## config.mk

```make
export PLATFORM = sky130hd
export DESIGN_NAME = rre_exec
export DESIGN_NICKNAME = d
export VERILOG_FILES = /design/src/hdl/rre_pkg.sv /design/src/hdl/rre_addr_resolve.sv /design/src/hdl/rre_exec.sv
export SDC_FILE = /design/constraint.sdc
export NUM_CORES = 1
export LEC_CHECK = 0
export ABC_AREA = 1
export BUFFER_PORTS_ARGS = -buffer_cell sky130_fd_sc_hd__buf_4
export CAP_MARGIN = 25
export CORE_MARGIN = 1
export CORE_UTILIZATION = 40
export DETAILED_ROUTE_END_ITERATION = 6
export PLACE_DENSITY_LB_ADDON = 0.08
export SKIP_CTS_REPAIR_TIMING = 1
export SLEW_MARGIN = 10
export SYNTH_ARGS = -nofsm -noshare
export SYNTH_HDL_FRONTEND = slang
export SYNTH_SLANG_ARGS = --single-unit
export TNS_END_PERCENT = 5
```

## constraint.sdc

```tcl
create_clock -name mclk -period 7.83 [get_ports mclk]
set_input_delay 1.1745 -clock mclk [delete_from_list [all_inputs] [get_ports mclk]]
set_output_delay 1.1745 -clock mclk [all_outputs]
set_load 0.02 [all_outputs]
```

## src/hdl/rre_pkg.sv

```systemverilog
// constants shared by the return / rotate execution block
// assumes an 8-bit core with a 12-bit data address and a 21-bit program counter
package rre_pkg;
    localparam int ADDR_W = 12;
    localparam int PC_W = 21;
    // opcode matching: return is 0000 0000 0001 001s, rotates are 6-bit prefixes
    localparam logic [14:0] OPC_RETURN_HI = 15'h0009;
    localparam logic [5:0] OPC_RLC = 6'h0D;
    localparam logic [5:0] OPC_RLNC = 6'h11;
    localparam int BIT_S = 0;
    localparam int BIT_D = 9;
    localparam int BIT_A = 8;
    localparam int OPC_PFX_LSB = 10;
    // status flag positions
    localparam int FLAG_C = 0;
    localparam int FLAG_Z = 2;
    localparam int FLAG_N = 4;
    // access bank split and indexed window limit
    localparam logic [7:0] ACCESS_LIMIT = 8'h5F;
    localparam logic [3:0] ACCESS_HI_BANK = 4'hF;
    localparam logic [3:0] ACCESS_LO_BANK = 4'h0;
    typedef enum logic [1:0] {op_none, op_return, op_rlc, op_rlnc} rre_op_t;
    typedef enum logic [2:0] {st_idle, st_decode, st_read, st_proc, st_write} rre_state_t;
endpackage

```

## src/hdl/rre_addr_resolve.sv

```systemverilog
// file-address resolution for byte-oriented operands
// assumes combinational use; inputs come from the same clock domain
`timescale 1ns/1ps
module rre_addr_resolve import rre_pkg::*; (
    input wire logic [7:0] file_addr_lit,
    input wire logic bank_bit,
    input wire logic ext_set_en,
    input wire logic [7:0] bank_select_reg,
    input wire logic [ADDR_W-1:0] index_base,
    output logic [ADDR_W-1:0] data_addr
);
    // pick indexed, access-bank or banked address
    always_comb begin
        if (bank_bit) begin
            data_addr = {bank_select_reg[ADDR_W-9:0], file_addr_lit};
        end else if (ext_set_en && (file_addr_lit <= ACCESS_LIMIT)) begin
            data_addr = index_base + {ACCESS_LO_BANK, file_addr_lit};
        end else if (file_addr_lit > ACCESS_LIMIT) begin
            data_addr = {ACCESS_HI_BANK, file_addr_lit};
        end else begin
            data_addr = {ACCESS_LO_BANK, file_addr_lit};
        end
    end
endmodule

```

## src/hdl/rre_exec.sv

```systemverilog
// execution of subroutine return and the two left rotates, sequenced in four phases
// assumes all inputs come from core logic on mclk; file read data valid the cycle after rd_en
`timescale 1ns/1ps
// Overview of operation
// - the return opcode 0000 0000 0001 001s pops the stack and loads the pc from stack_top over two instruction cycles.
// - a return with s set copies shadow working, flags and bank-select into their live registers.
// - a return with s clear leaves working, status and bank-select untouched.
// - rotate through carry shifts left, bit 7 goes to carry and the old carry enters bit 0, in one cycle.
// - with d clear a rotate writes the working register and leaves the file register alone.
// - with d set a rotate writes the result back to the addressed file register.
// - with a clear the 8-bit address is taken inside the access bank.
// - with a set the bank-select register chooses the bank.
// - with a clear, extended set enabled and address at most 95, indexed literal offset is used.
// - rotate without carry moves bit 7 into bit 0 in one cycle and touches only negative and zero.
module rre_exec import rre_pkg::*; (
    input wire logic mclk,
    input wire logic reset_n,
    input wire logic instr_start,
    input wire logic [15:0] instr_word,
    input wire logic ext_set_en,
    input wire logic [ADDR_W-1:0] index_base,
    input wire logic [7:0] bank_select_reg,
    input wire logic [7:0] status_in,
    input wire logic [7:0] shadow_working,
    input wire logic [7:0] shadow_flags,
    input wire logic [7:0] shadow_bank_select,
    input wire logic [PC_W-1:0] stack_top,
    input wire logic [7:0] file_rd_data,
    output logic busy,
    output logic [ADDR_W-1:0] file_addr,
    output logic file_rd_en,
    output logic file_wr_en,
    output logic [7:0] file_wr_data,
    output logic w_wr_en,
    output logic [7:0] w_wr_data,
    output logic status_wr_en,
    output logic [7:0] status_wr_data,
    output logic bsr_wr_en,
    output logic [7:0] bsr_wr_data,
    output logic stack_pop,
    output logic pc_load,
    output logic [PC_W-1:0] pc_load_value
);
    logic rst_meta_ff, rst_sync_ff;
    rre_state_t state_ff, nxt_state;
    logic [15:0] instr_ff, nxt_instr;
    logic second_ff, nxt_second;
    logic [ADDR_W-1:0] file_addr_ff, nxt_file_addr;
    logic file_rd_en_ff, nxt_file_rd_en, file_wr_en_ff, nxt_file_wr_en;
    logic [7:0] file_wr_data_ff, nxt_file_wr_data;
    logic w_wr_en_ff, nxt_w_wr_en, status_wr_en_ff, nxt_status_wr_en;
    logic bsr_wr_en_ff, nxt_bsr_wr_en;
    logic [7:0] w_wr_data_ff, nxt_w_wr_data, status_wr_data_ff, nxt_status_wr_data;
    logic [7:0] bsr_wr_data_ff, nxt_bsr_wr_data;
    logic stack_pop_ff, nxt_stack_pop, pc_load_ff, nxt_pc_load;
    logic [PC_W-1:0] pc_value_ff, nxt_pc_value;
    logic [ADDR_W-1:0] resolved_addr;
    logic [7:0] rot_res, rot_flags;
    rre_op_t op;

    // reset release through two flops
    always_ff @(posedge mclk or negedge reset_n) begin
        if (!reset_n) begin
            rst_meta_ff <= 1'b0;
            rst_sync_ff <= 1'b0;
        end else begin
            rst_meta_ff <= 1'b1;
            rst_sync_ff <= rst_meta_ff;
        end
    end

    // opcode decode of the latched word
    always_comb begin
        if (instr_ff[15:1] == OPC_RETURN_HI) begin
            op = op_return;
        end else if (instr_ff[15:OPC_PFX_LSB] == OPC_RLC) begin
            op = op_rlc;
        end else if (instr_ff[15:OPC_PFX_LSB] == OPC_RLNC) begin
            op = op_rlnc;
        end else begin
            op = op_none;
        end
    end

    rre_addr_resolve u_resolve (
        .file_addr_lit(instr_ff[7:0]),
        .bank_bit(instr_ff[BIT_A]),
        .ext_set_en(ext_set_en),
        .bank_select_reg(bank_select_reg),
        .index_base(index_base),
        .data_addr(resolved_addr)
    );

    // rotate datapath and flag merge
    always_comb begin
        rot_flags = status_in;
        if (op == op_rlc) begin
            rot_res = {file_rd_data[6:0], status_in[FLAG_C]};
            rot_flags[FLAG_C] = file_rd_data[7];
        end else begin
            rot_res = {file_rd_data[6:0], file_rd_data[7]};
        end
        rot_flags[FLAG_N] = rot_res[7];
        rot_flags[FLAG_Z] = (rot_res == 8'h00);
    end

    // phase sequencer and output next values
    always_comb begin
        nxt_state = state_ff;
        nxt_instr = instr_ff;
        nxt_second = second_ff;
        nxt_file_addr = file_addr_ff;
        nxt_file_rd_en = 1'b0;
        nxt_file_wr_en = 1'b0;
        nxt_file_wr_data = file_wr_data_ff;
        nxt_w_wr_en = 1'b0;
        nxt_w_wr_data = w_wr_data_ff;
        nxt_status_wr_en = 1'b0;
        nxt_status_wr_data = status_wr_data_ff;
        nxt_bsr_wr_en = 1'b0;
        nxt_bsr_wr_data = bsr_wr_data_ff;
        nxt_stack_pop = 1'b0;
        nxt_pc_load = 1'b0;
        nxt_pc_value = pc_value_ff;
        unique case (state_ff)
            st_idle: begin
                if (instr_start) begin
                    nxt_instr = instr_word;
                    nxt_second = 1'b0;
                    nxt_state = st_decode;
                end
            end
            st_decode: begin
                nxt_state = st_read;
                if (!second_ff && (op == op_rlc || op == op_rlnc)) begin
                    nxt_file_rd_en = 1'b1;
                    nxt_file_addr = resolved_addr;
                end
            end
            st_read: begin
                nxt_state = st_proc;
            end
            st_proc: begin
                nxt_state = st_write;
                if (!second_ff && op == op_return) begin
                    nxt_stack_pop = 1'b1;
                    nxt_pc_load = 1'b1;
                    nxt_pc_value = stack_top;
                    if (instr_ff[BIT_S]) begin
                        nxt_w_wr_en = 1'b1;
                        nxt_w_wr_data = shadow_working;
                        nxt_status_wr_en = 1'b1;
                        nxt_status_wr_data = shadow_flags;
                        nxt_bsr_wr_en = 1'b1;
                        nxt_bsr_wr_data = shadow_bank_select;
                    end
                end else if (!second_ff && (op == op_rlc || op == op_rlnc)) begin
                    nxt_status_wr_en = 1'b1;
                    nxt_status_wr_data = rot_flags;
                    if (instr_ff[BIT_D]) begin
                        nxt_file_wr_en = 1'b1;
                        nxt_file_wr_data = rot_res;
                    end else begin
                        nxt_w_wr_en = 1'b1;
                        nxt_w_wr_data = rot_res;
                    end
                end
            end
            st_write: begin
                if (op == op_return && !second_ff) begin
                    nxt_second = 1'b1;
                    nxt_state = st_decode;
                end else begin
                    nxt_state = st_idle;
                end
            end
        endcase
    end

    // state and output registers
    always_ff @(posedge mclk or negedge rst_sync_ff) begin
        if (!rst_sync_ff) begin
            state_ff <= st_idle;
            instr_ff <= 16'h0000;
            second_ff <= 1'b0;
            file_addr_ff <= '0;
            file_rd_en_ff <= 1'b0;
            file_wr_en_ff <= 1'b0;
            file_wr_data_ff <= 8'h00;
            w_wr_en_ff <= 1'b0;
            w_wr_data_ff <= 8'h00;
            status_wr_en_ff <= 1'b0;
            status_wr_data_ff <= 8'h00;
            bsr_wr_en_ff <= 1'b0;
            bsr_wr_data_ff <= 8'h00;
            stack_pop_ff <= 1'b0;
            pc_load_ff <= 1'b0;
            pc_value_ff <= '0;
        end else begin
            state_ff <= nxt_state;
            instr_ff <= nxt_instr;
            second_ff <= nxt_second;
            file_addr_ff <= nxt_file_addr;
            file_rd_en_ff <= nxt_file_rd_en;
            file_wr_en_ff <= nxt_file_wr_en;
            file_wr_data_ff <= nxt_file_wr_data;
            w_wr_en_ff <= nxt_w_wr_en;
            w_wr_data_ff <= nxt_w_wr_data;
            status_wr_en_ff <= nxt_status_wr_en;
            status_wr_data_ff <= nxt_status_wr_data;
            bsr_wr_en_ff <= nxt_bsr_wr_en;
            bsr_wr_data_ff <= nxt_bsr_wr_data;
            stack_pop_ff <= nxt_stack_pop;
            pc_load_ff <= nxt_pc_load;
            pc_value_ff <= nxt_pc_value;
        end
    end

    // port drive
    assign busy = (state_ff != st_idle);
    assign file_addr = file_addr_ff;
    assign file_rd_en = file_rd_en_ff;
    assign file_wr_en = file_wr_en_ff;
    assign file_wr_data = file_wr_data_ff;
    assign w_wr_en = w_wr_en_ff;
    assign w_wr_data = w_wr_data_ff;
    assign status_wr_en = status_wr_en_ff;
    assign status_wr_data = status_wr_data_ff;
    assign bsr_wr_en = bsr_wr_en_ff;
    assign bsr_wr_data = bsr_wr_data_ff;
    assign stack_pop = stack_pop_ff;
    assign pc_load = pc_load_ff;
    assign pc_load_value = pc_value_ff;

    // helper copies for the checks
    logic [7:0] rd_prev, st_prev;
    logic [7:0] result;
    logic ext_prev;
    always_ff @(posedge mclk) begin
        rd_prev <= file_rd_data;
        st_prev <= status_in;
        ext_prev <= ext_set_en;
    end
    assign result = file_wr_en ? file_wr_data : w_wr_data;
endmodule

```

==> impl_metrics.tcl <==
set metrics [dict create \
    synth_area_mm2 0.00463 \
    syn_avg_cell_area_um2 7.71 \
    root_buffer "clkbuf_16" \
    clock_latency_ps 340 \
    ir_worst_vdd_mv 0.168 \
    slew_violations 0 \
    drc 0 \
    ff2ff_setup_slack_ps 5360 \
    ant_nets 0 \
    grt_overflow_total 0 \
    pin_count 174 \
    critPathKind "reg -> out" \
    fmax_mhz 396 \
    first_global_vias 4133 \
    max_slew_margin_pct 51.9 \
    r2r_end "pc_load_value[13]$_DFFE_PN0P_" \
    grt_pass1_wl_um 19400 \
    routed_wl_um 12200 \
    numCtsBuffers 9 \
    power-per-cell-area_mw_per_mm2 300 \
    ys_types 37 \
    area_growth_pct 35.5 \
    drive_gt1_share_pct 27.0 \
    final_util_pct 56.6 \
    row_count 38 \
    required_ps 6660 \
    crit_slowest_cell "dfrtp_1" \
    antenna_found_initial 0 \
    fillers 1079 \
    n_antenna_cell 0 \
    die_area_mm2 0.0120 \
    grt_util_all_layers_pct 21.1 \
    setup_tns_ps 0 \
    setup_viol 0 \
    place_congestion 0.821 \
    cts_tree "done" \
    worst_setup_path_start_kind "register" \
    vias 4345 \
    vias_per_cell 4.78 \
    path_max_fanout 5 \
    ys_seq_area_share_pct 50.2 \
    arrival_ps 1350 \
    path_cells "nor2_1 -> nand2_1 -> buf_4" \
    placedCellCount 893 \
    finalNetCount 874 \
    hpwlAfterDp_um 9100 \
    tightest_slew_ps 720 \
    outcome "complete, no violations" \
    hold_viol_final 0 \
    cap_violations 0 \
    dr.pass1.iters 6 \
    die_w_um 110 \
    syn-num-nets 711 \
    ys_seq_elements 93 \
    netlist_top_cells_area "dfrtp_1 (50%), nand2_1 (23%), nand3_1 (4.4%)" \
    rsz0062_at_grt "no" \
    endpoint_kind "output port" \
    power_leakage_nw 3.25 \
    core_area_mm2 0.0111 \
    die_h_um 110 \
    r2r_start "instr_ff[9]$_DFFE_PN0P_" \
    yosys_warnings 0 \
    hold_ws_ps 286 \
    post_drt_wl_per_cell_um 13.5 \
    portBuffers 167 \
    clk_path_buf_depth 2 \
    critPathBufInv 1 \
    layout_min_cycle_time_ps 2520 \
    clkTransAtPathRegs_ps 60 \
    htree_levels 3 \
    timing.final.crit_share_pct 32.2 \
    hp-class "reg -> async" \
    setup_ws_ps 5310 \
    initial_core_util_pct 41.8 \
    finalClockSkew_ps 7.75 \
    instances_no_fill 909 \
    grt_max_degree 57 \
    max_stage_delay_ps 390 \
    syn_inst 601 \
    pre_cts_ws_ps 5100 \
    rr_worst_depth 8 \
    drt-initial-drc-count 246 \
    cts_sinks 93 \
    synth_top_cell_by_area "dfrtp_1" \
    crit_family "simple AND/OR/NAND/NOR gates" \
    synth.top_cell.area_share_pct 50.2 \
]
==> cell usage in the layout, fill, tap and decap left out, types with 4 or more instances in the layout <==
cell type / Yosys / final
nor2_1: 26 / 26
dfrtp_1: 93 / 92
o21ai_0: 29 / 29
nand4_1: 9 / 9
inv_1: 44 / 44
ha_1: 8 / 8
a21oi_1: 9 / 9
nand2_1: 286 / 286
buf_4: 2 / 168
clkbuf_16: 0 / 9
nand2_2: 4 / 4
nand3_1: 41 / 41
==> registers in the layout (all words and copies together) (netlist names), 3 cells and up <==
name            flops
bsr_wr_data         8
file_addr          12
status_wr_data      8
instr_ff           16
pc_load_value      21
w_wr_data           8
file_wr_data        8
state_ff            3
==> final cells by class <==
type,count,area (um^2),share of cell area [%]
Clock inverter,4,30.0,0.479
Sequential cell,93,2330,37.1
Multi-Input combinational cell,443,2030,32.3
Tap cell,140,175,2.79
Timing Repair Buffer,168,1260,20.1
Inverter,49,185,2.95
Clock buffer,12,267,4.25
==> per-stage QoR <==
step | power [mW] | instance area, um^2
final | 1.88 | 6270
after global routing | 2.02 | 6270
after CTS | 1.90 | 6270
after detailed placement | 1.46 | 5980
after global placement | 1.45 | 5980
after floorplan | 1.18 | 4630
==> cells in the mapped netlist <==
| cell type | instances |
|---|---|
| buf_2 | 9 |
| o21ai_0 | 29 |
| buf_4 | 2 |
| nor2_4 | 2 |
| nor3b_1 | 1 |
| nand4_1 | 9 |
| fa_1 | 1 |
| nand2_2 | 4 |
| nor3_2 | 1 |
| clkinv_1 | 1 |
| clkbuf_1 | 3 |
| o21ai_1 | 1 |
| nand4_2 | 2 |
| ha_1 | 8 |
| nand3_1 | 41 |
| nand2_4 | 1 |
| inv_1 | 44 |
| o22ai_1 | 1 |
| xor2_1 | 1 |
| conb_1 | 1 |
| inv_2 | 3 |
| or2_2 | 3 |
| a31oi_1 | 1 |
| a21oi_1 | 9 |
| a21o_1 | 1 |
| nor4_1 | 1 |
| buf_6 | 2 |
| a21oi_2 | 1 |
| clkinv_2 | 1 |
| a21boi_0 | 3 |
| nor2_1 | 26 |
| dfrtp_1 | 93 |
| nand2_1 | 286 |
| o21a_1 | 1 |
| nor2_2 | 3 |
| nand3_4 | 2 |
| xnor2_1 | 3 |
==> routing by layer <==
metal / share of wire (%) / global-route usage (%)
met1: 46 / 27.3
met5: 0 / 0
met2: 46 / 34.2
met3: 6.6 / 6.34
met4: 1.2 / 6.10
==> cells by family (layout without fill, tap and decap cells) <==
logic type,Yosys count,count (layout),synth area share (%)
XOR/XNOR,4,4,0.756
AO/OA/AOI/OAI,47,47,5.48
other,1,1,0.0810
AND/OR/NAND/NOR,382,382,34.8
flip-flops,93,93,50.2
buffers and inverters,65,233,6.02
adder cells (fa/ha/maj),9,9,2.59
==> power breakdown <==
group	leakage (nW)	total, mW	switching [mW]	internal, mW
clock network	0.145	0.429	0.186	0.243
registers	0.970	0.711	0.103	0.608
logic	2.13	0.742	0.448	0.295
==> worst max path at each step <==
stage	start	to	slack, ps	cells past startpoint
after floorplan	rst_sync_ff$_DFF_PN0_	bsr_wr_data[0]$_DFFE_PN0P_	5050	0
after global placement	index_base[0]	file_addr[8]$_DFFE_PN0P_	5100	12
after detailed placement	index_base[0]	file_addr[8]$_DFFE_PN0P_	5100	11
after CTS	instr_ff[9]$_DFFE_PN0P_	pc_load_value[2]$_DFFE_PN0P_	5310	8
after global routing	instr_ff[9]$_DFFE_PN0P_	pc_load_value[13]$_DFFE_PN0P_	5030	8
final	state_ff[0]$_DFFE_PN0P_	busy	5310	3
(Power assumes the default switching activity.)
